[src/pkg/dpm_consts.svh]
// Purpose: Constants of the debug pin mode selector.
// Assumes: AXI4-Lite slave, 32-bit data, byte addresses.
// Notes: Offsets are byte addresses.
`ifndef DPM_CONSTS_SVH
`define DPM_CONSTS_SVH
`define DPM_SDRAM_CTL_OFF 12'h010
`define DPM_STRAP_STAT_OFF 12'h014
`define DPM_CTL_WIDTH 8
`define DPM_CTL_RESET 8'h01
`define DPM_DBG_EN_BIT 0
`define DPM_WBUF_SEL_BIT 4
`define DPM_RESP_OKAY 2'h0
`define DPM_RESP_DECERR 2'h3
`endif

[src/pkg/dpm_pkg.sv]
// Purpose: Types of the debug pin mode selector.
// Assumes: Included constants header.
// Notes: Pin order is bit 2 to bit 0.
package dpm_pkg;
    typedef struct packed {
        logic dramCodeFetchFlag;
        logic sdramDataValidStrobe;
        logic romBusCodeFetchFlag;
    } dpm_trace_t;
    typedef struct packed {
        logic [2:0] pinOut;
        logic [2:0] pinOe;
    } dpm_pin_drive_t;
endpackage : dpm_pkg

[src/rtl/debug_pin_mode_mux.sv]
// Purpose: Selects the function of three shared debug pins, with an AXI4-Lite register slave.
// Assumes: All inputs synchronous to clk; trace inputs come from the SDRAM and ROM controllers.
// Notes: Pin drive is registered, so pin outputs trail their sources by one clock.
// Notes: With debug disabled the pins go back to their other function.
`timescale 1ns/1ps
`include "dpm_consts.svh"
module debug_pin_mode_mux (
    // Clock and reset
    input wire logic clk,
    input wire logic srst,
    // AXI4-Lite write address and data
    input wire logic [11:0] s_axi_awaddr,
    input wire logic s_axi_awvalid,
    output logic s_axi_awready,
    input wire logic [31:0] s_axi_wdata,
    input wire logic [3:0] s_axi_wstrb,
    input wire logic s_axi_wvalid,
    output logic s_axi_wready,
    // AXI4-Lite write response
    output logic [1:0] s_axi_bresp,
    output logic s_axi_bvalid,
    input wire logic s_axi_bready,
    // AXI4-Lite read
    input wire logic [11:0] s_axi_araddr,
    input wire logic s_axi_arvalid,
    output logic s_axi_arready,
    output logic [31:0] s_axi_rdata,
    output logic [1:0] s_axi_rresp,
    output logic s_axi_rvalid,
    input wire logic s_axi_rready,
    // Trace sources and write buffer master
    input wire dpm_pkg::dpm_trace_t traceIn,
    input wire logic [2:0] writeBufferMasterField,
    // Other function sharing the pins
    input wire logic [2:0] otherOut,
    input wire logic [2:0] otherOe,
    // Shared pins and power-good
    input wire logic [2:0] pinIn,
    output dpm_pkg::dpm_pin_drive_t pinDrive,
    input wire logic powerGoodInput,
    output logic [2:0] configStraps
);
    import dpm_pkg::*;

    logic [`DPM_CTL_WIDTH-1:0] ctl_reg;
    logic [11:0] awAddr_reg;
    logic awHeld_reg;
    logic [31:0] wData_reg;
    logic [3:0] wStrb_reg;
    logic wHeld_reg;
    logic bValid_reg;
    logic [1:0] bResp_reg;
    logic rValid_reg;
    logic [31:0] rData_reg;
    logic [1:0] rResp_reg;
    logic powerGoodPrev_reg;
    logic [2:0] straps_reg;
    dpm_pin_drive_t drive_reg;
    dpm_pin_drive_t drive_next;
    logic doWrite;
    logic powerGoodRise;

    function automatic logic isMapped(input logic [11:0] addr);
        isMapped = (addr == `DPM_SDRAM_CTL_OFF) || (addr == `DPM_STRAP_STAT_OFF);
    endfunction : isMapped

    // Byte lanes below a word are ignored
    function automatic logic [11:0] wordAddr(input logic [11:0] addr);
        wordAddr = {addr[11:2], 2'h0};
    endfunction : wordAddr

    function automatic logic [1:0] respFor(input logic [11:0] addr);
        respFor = isMapped(addr) ? `DPM_RESP_OKAY : `DPM_RESP_DECERR;
    endfunction : respFor

    // Unmapped words read as zero so software never sees stale data
    function automatic logic [31:0] readWord(input logic [11:0] addr,
                                             input logic [`DPM_CTL_WIDTH-1:0] ctl,
                                             input logic [2:0] straps);
        if (addr == `DPM_SDRAM_CTL_OFF) begin
            readWord = {24'h00_0000, ctl};
        end else if (addr == `DPM_STRAP_STAT_OFF) begin
            readWord = {29'h0000_0000, straps};
        end else begin
            readWord = 32'h0000_0000;
        end
    endfunction : readWord

    // bvalid blocks both channels so a new write cannot overtake the response
    assign s_axi_awready = !awHeld_reg && !bValid_reg;
    assign s_axi_wready = !wHeld_reg && !bValid_reg;
    // Write lands once both halves are held
    assign doWrite = awHeld_reg && wHeld_reg && !bValid_reg;

    always_ff @(posedge clk) begin
        if (srst) begin
            awHeld_reg <= 1'b0;
            awAddr_reg <= 12'h000;
        end else if (s_axi_awvalid && s_axi_awready) begin
            awHeld_reg <= 1'b1;
            awAddr_reg <= wordAddr(s_axi_awaddr);
        end else if (doWrite) begin
            awHeld_reg <= 1'b0;
        end
    end

    // Data may arrive before or after its address
    always_ff @(posedge clk) begin
        if (srst) begin
            wHeld_reg <= 1'b0;
            wData_reg <= 32'h0000_0000;
            wStrb_reg <= 4'h0;
        end else if (s_axi_wvalid && s_axi_wready) begin
            wHeld_reg <= 1'b1;
            wData_reg <= s_axi_wdata;
            wStrb_reg <= s_axi_wstrb;
        end else if (doWrite) begin
            wHeld_reg <= 1'b0;
        end
    end

    // Only lane 0 holds bits; strap status is read-only
    always_ff @(posedge clk) begin
        if (srst) begin
            ctl_reg <= `DPM_CTL_RESET;
        end else if (doWrite && awAddr_reg == `DPM_SDRAM_CTL_OFF && wStrb_reg[0]) begin
            ctl_reg <= wData_reg[`DPM_CTL_WIDTH-1:0];
        end
    end

    // Response stands until bready; no new write is taken meanwhile
    always_ff @(posedge clk) begin
        if (srst) begin
            bValid_reg <= 1'b0;
            bResp_reg <= `DPM_RESP_OKAY;
        end else if (doWrite) begin
            bValid_reg <= 1'b1;
            bResp_reg <= respFor(awAddr_reg);
        end else if (s_axi_bready) begin
            bValid_reg <= 1'b0;
        end
    end

    assign s_axi_arready = !rValid_reg;

    // One read in flight; arready reopens as the answer is taken
    always_ff @(posedge clk) begin
        if (srst) begin
            rValid_reg <= 1'b0;
        end else if (s_axi_arvalid && s_axi_arready) begin
            rValid_reg <= 1'b1;
        end else if (s_axi_rready) begin
            rValid_reg <= 1'b0;
        end
    end

    // Word taken with the address and held until rready
    always_ff @(posedge clk) begin
        if (srst) begin
            rData_reg <= 32'h0000_0000;
            rResp_reg <= `DPM_RESP_OKAY;
        end else if (s_axi_arvalid && s_axi_arready) begin
            rData_reg <= readWord(wordAddr(s_axi_araddr), ctl_reg, straps_reg);
            rResp_reg <= respFor(wordAddr(s_axi_araddr));
        end
    end

    assign s_axi_bvalid = bValid_reg;
    assign s_axi_bresp = bResp_reg;
    assign s_axi_rvalid = rValid_reg;
    assign s_axi_rdata = rData_reg;
    assign s_axi_rresp = rResp_reg;

    // Straps taken on the power-good rising edge only, never from pin traffic later
    always_ff @(posedge clk) begin
        if (srst) begin
            powerGoodPrev_reg <= 1'b0;
        end else begin
            powerGoodPrev_reg <= powerGoodInput;
        end
    end

    assign powerGoodRise = powerGoodInput && !powerGoodPrev_reg;

    always_ff @(posedge clk) begin
        if (srst) begin
            straps_reg <= 3'h0;
        end else if (powerGoodRise) begin
            straps_reg <= pinIn;
        end
    end

    assign configStraps = straps_reg;

    // Debug use wins by forcing every enable
    always_comb begin
        drive_next.pinOut = otherOut;
        drive_next.pinOe = otherOe;
        if (ctl_reg[`DPM_DBG_EN_BIT]) begin
            drive_next.pinOe = 3'h7;
            if (ctl_reg[`DPM_WBUF_SEL_BIT]) begin
                drive_next.pinOut = writeBufferMasterField;
            end else begin
                // Strobe passed as given; source asserts it only for latchable data
                drive_next.pinOut = {traceIn.dramCodeFetchFlag,
                                     traceIn.sdramDataValidStrobe,
                                     traceIn.romBusCodeFetchFlag};
            end
        end
    end

    // Registered so a mode change cannot glitch the pins
    always_ff @(posedge clk) begin
        if (srst) begin
            drive_reg <= '0;
        end else begin
            drive_reg <= drive_next;
        end
    end

    assign pinDrive = drive_reg;
endmodule : debug_pin_mode_mux

[config.mk]
export PLATFORM = sky130hd
export DESIGN_NAME = debug_pin_mode_mux
export DESIGN_NICKNAME = d
export VERILOG_FILES = /design/src/pkg/dpm_pkg.sv /design/src/rtl/debug_pin_mode_mux.sv
export VERILOG_INCLUDE_DIRS = /design/src /design/src/pkg
export SDC_FILE = /design/constraint.sdc
export NUM_CORES = 1
export LEC_CHECK = 0
export ABC_AREA = 1
export BUFFER_PORTS_ARGS = -buffer_cell sky130_fd_sc_hd__buf_4
export CAP_MARGIN = 20
export CORE_MARGIN = 4
export CORE_UTILIZATION = 39
export DETAILED_ROUTE_END_ITERATION = 6
export HOLD_SLACK_MARGIN = 0.15
export PLACE_DENSITY = 0.73
export SLEW_MARGIN = 10
export SYNTH_ARGS = -nofsm -noshare
export SYNTH_HDL_FRONTEND = slang
export SYNTH_SLANG_ARGS = --single-unit
export TNS_END_PERCENT = 100
[constraint.sdc]
create_clock -name clk -period 2 [get_ports clk]
set_clock_uncertainty 0.1 [all_clocks]
set_input_delay 0.2 -clock clk [delete_from_list [all_inputs] [get_ports clk]]
set_output_delay 0.2 -clock clk [all_outputs]
set_load 0.01 [all_outputs]
==> results.json <==
{
  "worst_setup_path_end_kind": "flop",
  "setup_viol": 0,
  "synth.most_common_cell": "sky130_fd_sc_hd__nor2_1",
  "leftover_overflow_at_the_end_of_global_routing": 0,
  "finalWorstPathRequiredPeriod_ns": 1.598,
  "cp_cell_sequence": "nand3_1, o211ai_1, dlygate4sd3_1, inv_1",
  "std_cell_rows": 27,
  "synth.yosys.seq_area_share_pct": 45.69,
  "post_synth_cell_types": 22,
  "antenna_found_initial": 0,
  "cts.hold.buffers_added": 42,
  "critical_path_type": "flop to flop",
  "regToRegSetupSlack_ns": 0.40,
  "grt_util_all_layers_pct": 14.86,
  "numCtsBuffers": 5,
  "synth.top_cells.by_count": "80 x sky130_fd_sc_hd__nor2_1, 51 x sky130_fd_sc_hd__dfxtp_1, 37 x sky130_fd_sc_hd__nand2_1, 28 x sky130_fd_sc_hd__buf_4, 22 x sky130_fd_sc_hd__inv_1",
  "vias_in_the_first_global_route": 1947,
  "detailedRoute.firstIterationViolations": 95,
  "worstPathRequired_ns": 2.09,
  "num_antenna_cells": 0,
  "synthesis.area_sq_mm": 0.002235,
  "worst_ep_arrival_time_ns": 1.69,
  "rsz0062_at_grt": "no",
  "synth-edff-count": 0,
  "synth.avg_cell_area_sq_um": 7.351,
  "postRouteWirelength_um": 5285,
  "timing_worst_slew_pin_value_ns": 0.5468,
  "slowest_cp_cell": "sky130_fd_sc_hd__dfxtp_1",
  "finalCritPeriodShare_pct": 79.92,
  "core_area_sq_mm": 0.005540,
  "final.fill_count": 511,
  "drv.max_cap_violation_count": 0,
  "insertion_delay_ns": 0.30,
  "ys_ff_latch": 51,
  "vdd_drop_max_v": 0.0004543,
  "wl_per_cell_um": 10.79,
  "route.antenna.remaining_nets": 0,
  "crit_family": "buffers and inverters",
  "synth_top_area_share_pct": 45.69,
  "synth_async_sr_flop_share_pct": 0,
  "layout.nets": 500,
  "vias_per_cell": 4.345,
  "synth_area_leaders": "sky130_fd_sc_hd__dfxtp_1 46%, sky130_fd_sc_hd__nor2_1 13%, sky130_fd_sc_hd__buf_4 9.4%",
  "die_height_um": 83.70,
  "biggest_cell_delay_along_the_critical_path_ns": 0.57,
  "firstDrtPassIters": 4,
  "floorplan.initialDensity_pct": 40.33,
  "final_hold_viol_count": 0,
  "fin_setup_tns_ns": 0,
  "power_leakage_nw": 1.594,
  "cts.clk_slew.worst_paths_ns": 0.10,
  "die_w_um": 83.70,
  "cts_post_setup_buffers_inserted": 0,
  "netlist.top_cell.by_area": "sky130_fd_sc_hd__dfxtp_1",
  "number_of_i_o_pins": 133,
  "root_buffer": "sky130_fd_sc_hd__clkbuf_8",
  "yosys_warn_count": 0,
  "worstHoldPathType": "input port to flop",
  "power.density_mw_per_mm2": 684.7,
  "htreeDepth": 2,
  "cts_tree": "done",
  "final_slew_viol_count": 0,
  "vias": 2129,
  "drive_above_1_share_pct": 23.92,
  "numClockSinks": 51,
  "gp_congestion": 0.7490,
  "clockBufferDepth": 2,
  "grt_first_pass_wirelength_um": 8700,
  "cts_repair_resize_count": 0,
  "remaining_drc_errors": 0,
  "area.growth.synth_to_final_pct": 46.58,
  "total_design_power_w": 0.002243,
  "largest_register_ffs": 10,
  "yosys_most_used_dff": "sky130_fd_sc_hd__dfxtp_1",
  "maximum_clock_frequency_mhz": 625.7,
  "synthesis.instances": 304,
  "timing.critical_path.fanout_max": 11,
  "detailedPlacementHpwl_um": 3542,
  "port_buffers": 77,
  "timing.critical_path.buf_inv": 2,
  "worst_slew_margin_rel_pct": 63.50,
  "crit_path_start_kind": "flop",
  "maximum_number_of_pins_on_one_net_before_global_route_repair": 37,
  "die_area_sq_mm": 0.007005,
  "run_status": "completed"
}
worst paths after layout:
path | from | end | cells past startpoint
worst min register to register | awAddr_reg[3]$_SDFFE_PP0P_ | awAddr_reg[3]$_SDFFE_PP0P_ | 2
worst max-delay path | ctl_reg[0]$_SDFFE_PP1P_ | pinDrive[3]$_SDFF_PP0_ | 4
worst min-delay path | s_axi_araddr[2] | s_axi_rdata[5]$_SDFFE_PP0P_ | 4
worst max register to register | ctl_reg[0]$_SDFFE_PP1P_ | pinDrive[3]$_SDFF_PP0_ | 4
cell families after synthesis:
kind of cell,after synthesis,synth area share (%)
AOI/OAI and AO/OA,41,9.631
buffers and inverters,65,16.29
and+or+nand+nor,146,28.22
other,1,0.1678
DFF,51,45.69
layer usage:
layer	part of all wire (%)	GRT usage, %	up-vias
li1	-	-	1128
met1	42	17.62	926
met2	50	25.96	71
met3	7.0	4.344	4
met4	0.93	4.240	0
met5	0	0	-
through the flow:
stage	utilization (%)	setup WS, ns	hold WS [ns]	cells	cell area, sq um
after floorplan	-	0.7524	0.2158	327	2321
after global placement	49.41	0.4678	0.3023	440	2738
after detailed placement	49.41	0.4587	0.3095	440	2738
after CTS	59.12	0.4099	0.1899	490	3276
after global routing	59.12	0.2266	0.2198	490	3276
final	59.12	0.4017	0.1987	490	3276
worst register-to-register path, stage by stage, from the launching register on:
cell                            delay, ns
sky130_fd_sc_hd__dfxtp_1             0.57
sky130_fd_sc_hd__nand3_1             0.12
sky130_fd_sc_hd__o211ai_1            0.10
sky130_fd_sc_hd__dlygate4sd3_1       0.57
sky130_fd_sc_hd__inv_1               0.04
cell usage in the layout, fill, tap and decap left out, drive strengths merged, types with 6 or more instances in the layout:
cell	n
a21oi	13
buf	78
clkbuf	6
conb	24
dfxtp	51
dlygate4sd3	42
inv	26
nand2	41
nand3	14
nand4	6
nor2	85
o21ai	24
where the power goes:
group	internal, W	leakage [nW]	switching [W]	total (W)
Clock	0.000405	0.0612	0.000325	0.000730
Combinational	0.000208	1.11	0.000193	0.000401
Sequential	0.00108	0.420	0.0000349	0.00111
Total	0.00169	1.59	0.000553	0.00224
area by class of cell:
type,instances,area (sq um),share of cell area (%)
repair buffers,120,1006,30.71
flip-flops and latches,51,1021,31.17
inverters,28,105.1,3.209
clock buffers,6,82.58,2.521
well taps,72,90.09,2.750
clock inverters,2,35.03,1.070
multi-input cells,211,935.9,28.57
(Power assumes the default switching activity.)
